File: src/swrs_regs.svh
// constants and behaviour list for the supply watchdog reset supervisor
// Behaviour
// - Output stays on while enable is high, or with enable low while kicks are valid.
// - Enable low and kicks invalid switches the output off and enters sleep.
// - A failed watchdog gives a repeating reset pulse train until valid kicks return.
// - The watchdog timeout period is a parameter scaled from the timing setting.
// - Each watchdog reset pulse lasts a parameter duration scaled from the timing setting.
// - An undervoltage lasting over 2.0 us asserts reset; shorter dips are ignored.
// - Reset is held asserted through the power-up delay.
// - A kick input outside its valid level range counts as watchdog failure.
// - Kicks between 96 Hz and 100 kHz never cause a spurious reset.
// - One timing setting derives the timeout, pulse repetition and power-on delay.
// - An input overvoltage fault turns the output off.
// - An over-temperature fault turns the output pass stage off.
// - After undervoltage, reset holds until regulation returns and the power-on delay ends; failed kicks then give the pulse train.
// - Reset is active low and open-drain, only ever pulled low.
`ifndef SWRS_REGS_SVH
`define SWRS_REGS_SVH
`define SWRS_CLK_HZ 50000000
`define SWRS_UV_FILTER_NS 2000
// least time rounds up
`define SWRS_UV_FILTER_CYC ((`SWRS_UV_FILTER_NS * (`SWRS_CLK_HZ / 1000000) + 999) / 1000)
// timing setting in nanofarads, default 0.1 uF
`define SWRS_CDELAY_NF 100
// factors per farad: 1.3e5, 1.0e4, 4.75e5 -> ms per nF scaled by 1e3 (us per nF)
`define SWRS_WDT_US_PER_NF 130
`define SWRS_RST_US_PER_NF 10
`define SWRS_POR_US_PER_NF 475
`define SWRS_CNT_W 32
`endif

File: src/swrs_pkg.sv
// types for the supply watchdog reset supervisor
package swrs_pkg;
  typedef enum logic [1:0] {
    SWRS_POR,
    SWRS_RUN,
    SWRS_WD_PULSE,
    SWRS_WD_GAP
  } swrs_state_e;
  typedef logic [31:0] swrs_cnt_t;
endpackage

File: src/swrs_top.sv
// supply watchdog reset supervisor control logic
`timescale 1ns/1ns
`include "swrs_regs.svh"
module swrs_top #(
  parameter logic [31:0] WDT_CYC = 32'(`SWRS_WDT_US_PER_NF * `SWRS_CDELAY_NF * 50),
  parameter logic [31:0] RST_CYC = 32'(`SWRS_RST_US_PER_NF * `SWRS_CDELAY_NF * 50),
  parameter logic [31:0] POR_CYC = 32'(`SWRS_POR_US_PER_NF * `SWRS_CDELAY_NF * 50)
) (
  input wire logic sys_clk_in,
  input wire logic rst_n_in,
  input wire logic enable_in,
  input wire logic watchdog_kick_input_in,
  input wire logic kick_level_ok_in,
  input wire logic undervoltage_in,
  input wire logic overvoltage_fault_in,
  input wire logic overtemp_fault_in,
  output logic reset_n_o_out,
  output logic reset_n_oe_out,
  output logic regulated_output_on_out,
  output logic sleep_out
);
  localparam logic [31:0] UV_CYC = 32'(`SWRS_UV_FILTER_CYC);

  // two-stage synchronisers for all pin inputs except the clock and rst_n_in
  logic [5:0] sync1_r, sync1_nxt, sync2_r, sync2_nxt;
  logic kick_s, lvl_s, en_s, uv_s, ov_s, ot_s;
  always_comb begin
    sync1_nxt = {enable_in, watchdog_kick_input_in, kick_level_ok_in,
                 undervoltage_in, overvoltage_fault_in, overtemp_fault_in};
    sync2_nxt = sync1_r;
  end
  // synchronised async inputs
  // level-ok resets high so reset release is not mistaken for a bad kick level
  always_ff @(posedge sys_clk_in or negedge rst_n_in) begin
    if (!rst_n_in) begin
      sync1_r <= 6'h08;
      sync2_r <= 6'h08;
    end else begin
      sync1_r <= sync1_nxt;
      sync2_r <= sync2_nxt;
    end
  end
  assign {en_s, kick_s, lvl_s, uv_s, ov_s, ot_s} = sync2_r;

  // watchdog timeout counter, restarted by each kick edge
  logic kick_d_r, kick_d_nxt;
  swrs_pkg::swrs_cnt_t wd_cnt_r, wd_cnt_nxt;
  logic wd_fail_r, wd_fail_nxt;
  logic kick_edge;
  assign kick_edge = kick_s ^ kick_d_r;
  always_comb begin
    kick_d_nxt = kick_s;
    wd_cnt_nxt = wd_cnt_r;
    wd_fail_nxt = wd_fail_r;
    if (!lvl_s) begin
      wd_cnt_nxt = 32'h0;
      wd_fail_nxt = 1'b1;
    end else if (kick_edge) begin
      wd_cnt_nxt = 32'h0;
      wd_fail_nxt = 1'b0;
    end else if (wd_cnt_r >= WDT_CYC - 32'h1) begin
      wd_fail_nxt = 1'b1;
    end else begin
      wd_cnt_nxt = wd_cnt_r + 32'h1;
    end
  end
  // fail starts clear so that a fresh power-up is judged by the por delay first
  always_ff @(posedge sys_clk_in or negedge rst_n_in) begin
    if (!rst_n_in) begin
      kick_d_r <= 1'b0;
      wd_cnt_r <= 32'h0;
      wd_fail_r <= 1'b0;
    end else begin
      kick_d_r <= kick_d_nxt;
      wd_cnt_r <= wd_cnt_nxt;
      wd_fail_r <= wd_fail_nxt;
    end
  end

  // undervoltage glitch filter
  swrs_pkg::swrs_cnt_t uv_cnt_r, uv_cnt_nxt;
  logic uv_hit_r, uv_hit_nxt;
  always_comb begin
    uv_cnt_nxt = 32'h0;
    uv_hit_nxt = 1'b0;
    if (uv_s) begin
      uv_cnt_nxt = (uv_cnt_r > UV_CYC) ? uv_cnt_r : uv_cnt_r + 32'h1;
      uv_hit_nxt = (uv_cnt_r >= UV_CYC);
    end
  end
  always_ff @(posedge sys_clk_in or negedge rst_n_in) begin
    if (!rst_n_in) begin
      uv_cnt_r <= 32'h0;
      uv_hit_r <= 1'b0;
    end else begin
      uv_cnt_r <= uv_cnt_nxt;
      uv_hit_r <= uv_hit_nxt;
    end
  end

  // reset sequencer: power-on delay, run, pulse train
  swrs_pkg::swrs_state_e st_r, st_nxt;
  swrs_pkg::swrs_cnt_t tm_r, tm_nxt;
  logic rst_low_r, rst_low_nxt;
  logic out_on;
  always_comb begin
    st_nxt = st_r;
    tm_nxt = tm_r + 32'h1;
    if (uv_hit_r || !out_on) begin
      st_nxt = swrs_pkg::SWRS_POR;
      tm_nxt = 32'h0;
    end else begin
      case (st_r)
        swrs_pkg::SWRS_POR: begin
          if (tm_r >= POR_CYC - 32'h1) begin
            tm_nxt = 32'h0;
            st_nxt = wd_fail_r ? swrs_pkg::SWRS_WD_PULSE : swrs_pkg::SWRS_RUN;
          end
        end
        swrs_pkg::SWRS_RUN: begin
          tm_nxt = 32'h0;
          if (wd_fail_r) begin
            st_nxt = swrs_pkg::SWRS_WD_PULSE;
          end
        end
        swrs_pkg::SWRS_WD_PULSE: begin
          if (tm_r >= RST_CYC - 32'h1) begin
            tm_nxt = 32'h0;
            st_nxt = swrs_pkg::SWRS_WD_GAP;
          end
        end
        swrs_pkg::SWRS_WD_GAP: begin
          if (!wd_fail_r) begin
            st_nxt = swrs_pkg::SWRS_RUN;
            tm_nxt = 32'h0;
          end else if (tm_r >= WDT_CYC - 32'h1) begin
            st_nxt = swrs_pkg::SWRS_WD_PULSE;
            tm_nxt = 32'h0;
          end
        end
        default: begin
          st_nxt = swrs_pkg::SWRS_POR;
          tm_nxt = 32'h0;
        end
      endcase
    end
    rst_low_nxt = (st_nxt != swrs_pkg::SWRS_RUN) && (st_nxt != swrs_pkg::SWRS_WD_GAP);
  end
  always_ff @(posedge sys_clk_in or negedge rst_n_in) begin
    if (!rst_n_in) begin
      st_r <= swrs_pkg::SWRS_POR;
      tm_r <= 32'h0;
      rst_low_r <= 1'b1;
    end else begin
      st_r <= st_nxt;
      tm_r <= tm_nxt;
      rst_low_r <= rst_low_nxt;
    end
  end

  // output stage and sleep decision
  logic sleep_r, sleep_nxt;
  always_comb begin
    // sleep when both are missing
    // sleep is sticky until enable returns; kicks cannot revive an unpowered processor
    sleep_nxt = (!en_s && wd_fail_r) || (sleep_r && !en_s);
  end
  always_ff @(posedge sys_clk_in or negedge rst_n_in) begin
    if (!rst_n_in) begin
      sleep_r <= 1'b0;
    end else begin
      sleep_r <= sleep_nxt;
    end
  end
  assign out_on = !sleep_r && !ov_s && !ot_s;
  assign regulated_output_on_out = out_on;
  assign sleep_out = sleep_r;
  assign reset_n_o_out = 1'b0;
  assign reset_n_oe_out = rst_low_r;

  // no reset while kicks keep coming
  property p_no_spurious;
    @(posedge sys_clk_in) disable iff (!rst_n_in)
    (st_r == swrs_pkg::SWRS_RUN && kick_edge && lvl_s && !uv_hit_r && out_on)
      |=> !rst_low_r;
  endproperty
  a_no_spurious: assert property (p_no_spurious) else $error("spurious reset");

  property p_por_hold;
    @(posedge sys_clk_in) disable iff (!rst_n_in)
    (st_r == swrs_pkg::SWRS_POR) |-> reset_n_oe_out;
  endproperty
  a_por_hold: assert property (p_por_hold) else $error("reset not held in power-up");

  property p_uv_reset;
    @(posedge sys_clk_in) disable iff (!rst_n_in)
    uv_hit_r |=> (st_r == swrs_pkg::SWRS_POR) && rst_low_r;
  endproperty
  a_uv_reset: assert property (p_uv_reset) else $error("undervoltage missed");

  property p_short_dip;
    @(posedge sys_clk_in) disable iff (!rst_n_in)
    $rose(uv_s) |=> !uv_hit_r [*3];
  endproperty
  a_short_dip: assert property (p_short_dip) else $error("dip not filtered");

  property p_fail_pulse;
    @(posedge sys_clk_in) disable iff (!rst_n_in)
    (st_r == swrs_pkg::SWRS_RUN && wd_fail_r && !uv_hit_r && out_on) |=> rst_low_r;
  endproperty
  a_fail_pulse: assert property (p_fail_pulse) else $error("no pulse on failure");

  property p_level_fail;
    @(posedge sys_clk_in) disable iff (!rst_n_in)
    !lvl_s |=> wd_fail_r;
  endproperty
  a_level_fail: assert property (p_level_fail) else $error("bad level not failure");

  property p_faults_off;
    @(posedge sys_clk_in) disable iff (!rst_n_in)
    (ov_s || ot_s) |-> !regulated_output_on_out;
  endproperty
  a_faults_off: assert property (p_faults_off) else $error("output on during fault");

  property p_enable_on;
    @(posedge sys_clk_in) disable iff (!rst_n_in)
    (en_s && !ov_s && !ot_s) |=> (!ov_s && !ot_s) |-> regulated_output_on_out;
  endproperty
  a_enable_on: assert property (p_enable_on) else $error("output off with enable");

  property p_sleep;
    @(posedge sys_clk_in) disable iff (!rst_n_in)
    (!en_s && wd_fail_r) |=> sleep_out && !regulated_output_on_out;
  endproperty
  a_sleep: assert property (p_sleep) else $error("sleep not entered");

  property p_edge_restart;
    @(posedge sys_clk_in) disable iff (!rst_n_in)
    (kick_edge && lvl_s) |=> (wd_cnt_r == 32'h0) && !wd_fail_r;
  endproperty
  a_edge_restart: assert property (p_edge_restart) else $error("kick did not restart");

  property p_od_low;
    @(posedge sys_clk_in) disable iff (!rst_n_in)
    reset_n_o_out == 1'b0;
  endproperty
  a_od_low: assert property (p_od_low) else $error("reset pin driven high");

  property p_pulse_end;
    @(posedge sys_clk_in) disable iff (!rst_n_in)
    (st_r == swrs_pkg::SWRS_WD_PULSE && tm_r >= RST_CYC - 32'h1 && !uv_hit_r && out_on)
      |=> (st_r == swrs_pkg::SWRS_WD_GAP) && !rst_low_r;
  endproperty
  a_pulse_end: assert property (p_pulse_end) else $error("pulse did not end");

  property p_gap_repeat;
    @(posedge sys_clk_in) disable iff (!rst_n_in)
    (st_r == swrs_pkg::SWRS_WD_GAP && wd_fail_r && tm_r >= WDT_CYC - 32'h1 && !uv_hit_r && out_on)
      |=> (st_r == swrs_pkg::SWRS_WD_PULSE) && rst_low_r;
  endproperty
  a_gap_repeat: assert property (p_gap_repeat) else $error("train did not repeat");

  property p_gap_exit;
    @(posedge sys_clk_in) disable iff (!rst_n_in)
    (st_r == swrs_pkg::SWRS_WD_GAP && !wd_fail_r && !uv_hit_r && out_on)
      |=> (st_r == swrs_pkg::SWRS_RUN);
  endproperty
  a_gap_exit: assert property (p_gap_exit) else $error("train did not stop");

  property p_wd_expire;
    @(posedge sys_clk_in) disable iff (!rst_n_in)
    (lvl_s && !kick_edge && wd_cnt_r >= WDT_CYC - 32'h1) |=> wd_fail_r;
  endproperty
  a_wd_expire: assert property (p_wd_expire) else $error("timeout not detected");

  // no hit before the filter count
  property p_uv_filter;
    @(posedge sys_clk_in) disable iff (!rst_n_in)
    (uv_cnt_r < UV_CYC) |=> !uv_hit_r;
  endproperty
  a_uv_filter: assert property (p_uv_filter) else $error("undervoltage hit too early");

  property p_wake;
    @(posedge sys_clk_in) disable iff (!rst_n_in)
    (sleep_out && en_s) |=> !sleep_out;
  endproperty
  a_wake: assert property (p_wake) else $error("enable did not wake");

  // delay end with valid kicks releases reset
  property p_por_exit;
    @(posedge sys_clk_in) disable iff (!rst_n_in)
    (st_r == swrs_pkg::SWRS_POR && tm_r >= POR_CYC - 32'h1 && !wd_fail_r && !uv_hit_r && out_on)
      |=> (st_r == swrs_pkg::SWRS_RUN) && !rst_low_r;
  endproperty
  a_por_exit: assert property (p_por_exit) else $error("reset not released after delay");
endmodule

File: config.mk
export PLATFORM = sky130hd
export DESIGN_NAME = swrs_top
export DESIGN_NICKNAME = d
export VERILOG_FILES = /design/src/swrs_pkg.sv /design/src/swrs_top.sv
export VERILOG_INCLUDE_DIRS = /design/src
export SDC_FILE = /design/constraint.sdc
export NUM_CORES = 1
export LEC_CHECK = 0
export BUFFER_PORTS_ARGS = -buffer_cell sky130_fd_sc_hd__buf_4
export CAP_MARGIN = 10
export CORE_ASPECT_RATIO = 1.1
export CORE_MARGIN = 2
export CORE_UTILIZATION = 56
export DETAILED_ROUTE_END_ITERATION = 10
export HOLD_SLACK_MARGIN = 0.06
export PLACE_DENSITY = 0.72
export SYNTH_ARGS = -nofsm -noshare
export SYNTH_HDL_FRONTEND = slang
export SYNTH_SLANG_ARGS = --single-unit
File: constraint.sdc
create_clock -name sys_clk_in -period 1.8 [get_ports sys_clk_in]
set_input_delay 0.09 -clock sys_clk_in [delete_from_list [all_inputs] [get_ports sys_clk_in]]
set_output_delay 0.09 -clock sys_clk_in [all_outputs]
set_load 0.1 [all_outputs]
# Word level (Yosys, flattened, before mapping)
# Index checks and enable logic that the tools add are counted.
dict set report totals {
  reg_bits 115
  inputBits 8
  elab_cells 65
}
dict set report op_classes {
  addsub 3
  magnitude_cmp 6
  n_eq_ne 8
  n_mux 23
  bitwise_logic 1
  n_reduce_logical 13
}
# cell count
set op_table {}
lappend op_table {{$mux 32} 10}
lappend op_table {{$pmux 32 s4} 1}
lappend op_table {{$add 32x1->32 const B} 3}
lappend op_table {{$ge 32x20->1 const B} 2}
lappend op_table {{$ge 32x16->1 const B} 1}
lappend op_table {{$ge 32x22->1 const B} 1}
lappend op_table {{$ge 32x7->1 const B} 1}
lappend op_table {{$gt 32x7->1 const B} 1}
lappend op_table {{$mux 2} 7}
lappend op_table {{$pmux 2 s4} 1}
lappend op_table {{$logic_and 1x1->1} 5}
lappend op_table {{$logic_not 1->1} 5}
lappend op_table {{$eq 2x2->1 const B} 2}
lappend op_table {{$mux 1} 4}
lappend op_table {{$ne 2x2->1 const B} 2}
lappend op_table {{$ne 3x1->1 const B} 1}
lappend op_table {{$ne 3x3->1 const B} 1}
lappend op_table {{$eq 2x1->1 const B} 1}
lappend op_table {{$logic_not 2->1} 1}
lappend op_table {{$logic_or 1x1->1} 2}
lappend op_table {{$ne 2x1->1 const B} 1}
lappend op_table {{$xor 1x1->1} 1}

# Longest topological paths before layout
dict set report logic_depth {
  word_depth 8
  mapped_depth 8
  ltp_nobuf 7
}

# Worst setup path before layout
# Ideal clock, no wire load.
dict set report synth_timing {
  path_type {reg-to-reg}
  start {register sleep_r, in the netlist sleep_out}
  end {register tm_r[10]}
  setup_ps 80
  t_arrival_ps 3934
  slack_ps -2214
  path_stages_with_launch 7
  synth_period_minus_slack_ps 4014
  path_cell_list {dfrtp_1 nor3_1 or2b_2 nor2_1 a22oi_2 buf_6 nor3_2}
}
dict set report synth_via {
  elab_chain_cells 6
}
# element line_no
set synth_lines {}
lappend synth_lines {{start: declaration} swrs_top.sv:162} ;# logic sleep_r, sleep_nxt;
lappend synth_lines {{start signal: assignment} swrs_top.sv:172} ;# sleep_r <= sleep_nxt;
lappend synth_lines {{$logic_not 1->1} swrs_top.sv:175} ;# assign out_on = !sleep_r && !ov_s && !ot_s;
lappend synth_lines {{$logic_and 1x1->1 (2 in series)} swrs_top.sv:175}
lappend synth_lines {{via regulated_output_on_out} swrs_top.sv:19} ;# output logic regulated_output_on_out,
lappend synth_lines {{$logic_not 1->1} swrs_top.sv:109} ;# if (uv_hit_r || !out_on) begin
lappend synth_lines {{$logic_or 1x1->1} swrs_top.sv:109}
lappend synth_lines {{$mux 32} swrs_top.sv:109}
lappend synth_lines {{via tm_nxt[10]} swrs_top.sv:103} ;# swrs_pkg::swrs_cnt_t tm_r, tm_nxt;
lappend synth_lines {{end signal: assignment} swrs_top.sv:156} ;# tm_r <= tm_nxt;
lappend synth_lines {{end: declaration} swrs_top.sv:103}
# The timed path passes the listed nets, and every way through them passes these cells.
# A chain may end at the register's enable or synchronous reset.

# Worst setup path in the final report
dict set report layout_timing {
  start {register wd_cnt_r[22]}
  end {register wd_cnt_r[3]}
}
dict set report layout_via {
  elab_chain_cells 2
}
# element line_no
set layout_lines {}
lappend layout_lines {{start: declaration} swrs_top.sv:47} ;# swrs_pkg::swrs_cnt_t wd_cnt_r, wd_cnt_nxt;
lappend layout_lines {{start signal: assignment} swrs_top.sv:75} ;# wd_cnt_r <= wd_cnt_nxt;
lappend layout_lines {{$ge 32x20->1} swrs_top.sv:61} ;# end else if (wd_cnt_r >= WDT_CYC - 32'h1) begin
lappend layout_lines {{$ne 3x3->1 (no source line)} -}
# No other way between the ends.

==> results.cfg <==
[run_status]
status = finished with violations
failed_checks = setup timing

[worst_setup_path]
crit_path_end_kind = flip-flop
cp.arrival_ps = 2370
startpoint_type = flip-flop
required_ps = 2250
path_class = reg2reg
reg2regPathDepth = 7
cp_max_fo = 5
setup.worst_path.start = wd_cnt_r[22]
r2r-start = wd_cnt_r[22]

[worst_hold_path]
min_path_type = in2async

[placement]
placed_cells = 623
port_buffers = 10
dpl_cell_area_sq_mm = 0.005739
place.gp.congestion = 0.8362
dp_hpwl_um = 6418

[synth]
synth_edf_count = 0
synth_top_area_share_pct = 55.01
ys_warn_count = 0
syn_area_sq_mm = 0.005095
synthTopCellsByArea = dfrtp_1 55%, nor3_2 4.1%, and2_1 3.3%
avgSynthCellArea_sq_um = 11.25
ys_dominant_reg_cell = dfrtp_1
synth_cells = 453
synth-seq-area-share_pct = 56.56
synth_cell_types = 57
synthArstFlopShare_pct = 100.0
synth-seq-cells = 115
yosysTopAreaCell = dfrtp_1

[global_routing]
grt.overflow.total = 0
grt_max_degree = 51
track_usage_pct = 24.24
grt_first_pass_wirelength_um = 18770
antenna_found_initial = 0
grt_pass1_vias = 3985

[power_and_ir_drop]
peakVddDrop_uv = 859.4
p_per_area_mw_per_mm2 = 898.1
leakagePower_nw = 3.086
total_power_mw = 6.254

[cells_and_area]
final_cells = 677
nFillCells = 482
areaGrowthSynthToFinish_pct = 36.69
nets = 562
layout_common_cells = 109 x dfrtp_1, 62 x buf_4, 27 x and2_1, 26 x nand2_1
final_area_sq_mm = 0.006964
drive_above_1_share_pct = 36.23
num_antenna_cells = 0
final_common_cell = dfrtp_1

[clock_network]
h-tree-depth = 4
clock_path_buffers = 2
clkTransAtPathRegs_ps = 60
clk_latency_ps = 510
cts.sinks = 115
cts_buffers = 17
cts_tree = built
clock-root-buffer = clkbuf_8

[timing]
post-route-min-period_ps = 1919
finalHoldViolCount = 0
max_freq_mhz = 521.0
rsz0062_at_grt = true
setup_slack_ps = -119.4
layout_worst_path_cycle_share_pct = 106.6
clock_skew_ps = 9.462
slew_viol_final = 0
setup_viol = 39

[die]
die-area_sq_mm = 0.009878
initial_core_util_pct = 57.42
num_io_pins = 12
fp.dieW_um = 94.95
die_h_um = 104.0
coreArea_sq_mm = 0.008874
rows = 36

[flow_run]
drv_cap = 0

[routing]
drcViolationCount = 0
drtIter0Drc = 225
antenna_left = 0
via_count = 3942
viasPerCell = 5.823
drt_pass1_iterations = 4
wl_um = 11960
wl_per_cell_um = 17.66
==> power by group <==
group / leakage [nW] / switching, mW / internal (mW)
Clock: 0.267 / 1.21 / 2.05
Combinational: 1.29 / 0.215 / 0.108
Sequential: 1.53 / 0.0447 / 2.63
==> per-layer routing <==
layer  up-vias  track usage (%)  part of all wire (%)
li1       1831                -                     -
met1      1977            33.61                    43
met2       102            36.93                    51
met3        32            6.377                   4.0
met4         0            8.799                   2.5
met5         -                0                     0
==> synthesized netlist by cell type (2+ instances only) <==
cell / number
clkbuf_1: 8
nor3_2: 21
and4_1: 3
o211ai_1: 3
buf_2: 3
a22oi_2: 2
o31ai_1: 6
and3_1: 20
inv_1: 9
and2_1: 27
a21oi_1: 20
a211oi_1: 3
o21ai_0: 15
nor2_1: 20
nand3_1: 22
nand2_1: 26
or4_1: 8
mux2i_1: 6
nand4_1: 14
xor2_1: 13
nor4_4: 2
dfrtp_1: 112
a221oi_1: 2
nor3_1: 8
nor2b_1: 3
or3_1: 10
dfstp_2: 3
buf_4: 4
buf_6: 3
nor4_1: 15
ha_1: 4
nand2b_1: 5
xnor2_1: 9
==> repair_timing <==
action / 4_1_cts / 5_1_grt
endpoints found under the hold margin: 118 / 0
buffers inserted: 3 / 7
gates cloned: 3 / 2
pin swaps: 13 / 32
gates resized for setup: 31 / 63
hold buffers: 8 / 0
endpoints found under the setup margin: 42 / 71
==> logic make-up after synthesis <==
kind of cell	synth area share [%]
adders and majority gates	0.9824
muxes	1.179
other	0.07360
buffers and inverters	3.094
xor gates and xnor gates	3.782
DFF	56.56
and+or+nand+nor	25.91
AOI/OAI and AO/OA	8.424
==> cell type report <==
type                       instances  area, sq um  share of cell area [%]
clock inverter                    11        128.9                   1.851
timing repair buffer              87        818.3                   11.75
sequential                       115         2888                   41.47
inverter                           9        33.78                  0.4851
clock buffer                      21        449.2                   6.450
multi-input combinational        320         2504                   35.95
tap                              114        142.6                   2.048
==> registers in the layout, indices dropped and copies added, names as in the netlist, 2 cells and up <==
signal,cells
tm_r,32
st_r,2
sync1_r,6
wd_cnt_r,32
sync2_r,6
uv_cnt_r,32
==> stage by stage <==
stage	setup WS, ps	util, %	hold slack [ps]	TNS [ps]
after CTS	-113.9	74.15	140.2	-1570
after detailed placement	-158.5	64.68	27.38	-3919
final	-119.4	78.48	29.24	-2445
after floorplan	-544.4	-	-205.6	-12640
after global placement	-143.5	64.68	24.90	-1310
after global routing	-191.2	78.48	68.86	-5326
==> worst max-delay path, cell delays in order, from the launching register on <==
cell,delay [ps]
dfrtp_1,410
nor4_4,340
and3_4,290
buf_4,120
buf_6,110
nand2_1,70
or4_1,430
nand2_1,90
==> worst paths after layout <==
path                            slack (ps)     endpoint
worst min register to register         350   sync2_r[0]
min in group sys_clk_in                220   sync1_r[5]
worst max-delay path                  -120  wd_cnt_r[3]
worst max register to register        -120  wd_cnt_r[3]
max in group asynchronous             1130   sync2_r[3]
worst min-delay path                    30     tm_r[16]
Note: power is estimated with default switching activity, not from simulation.
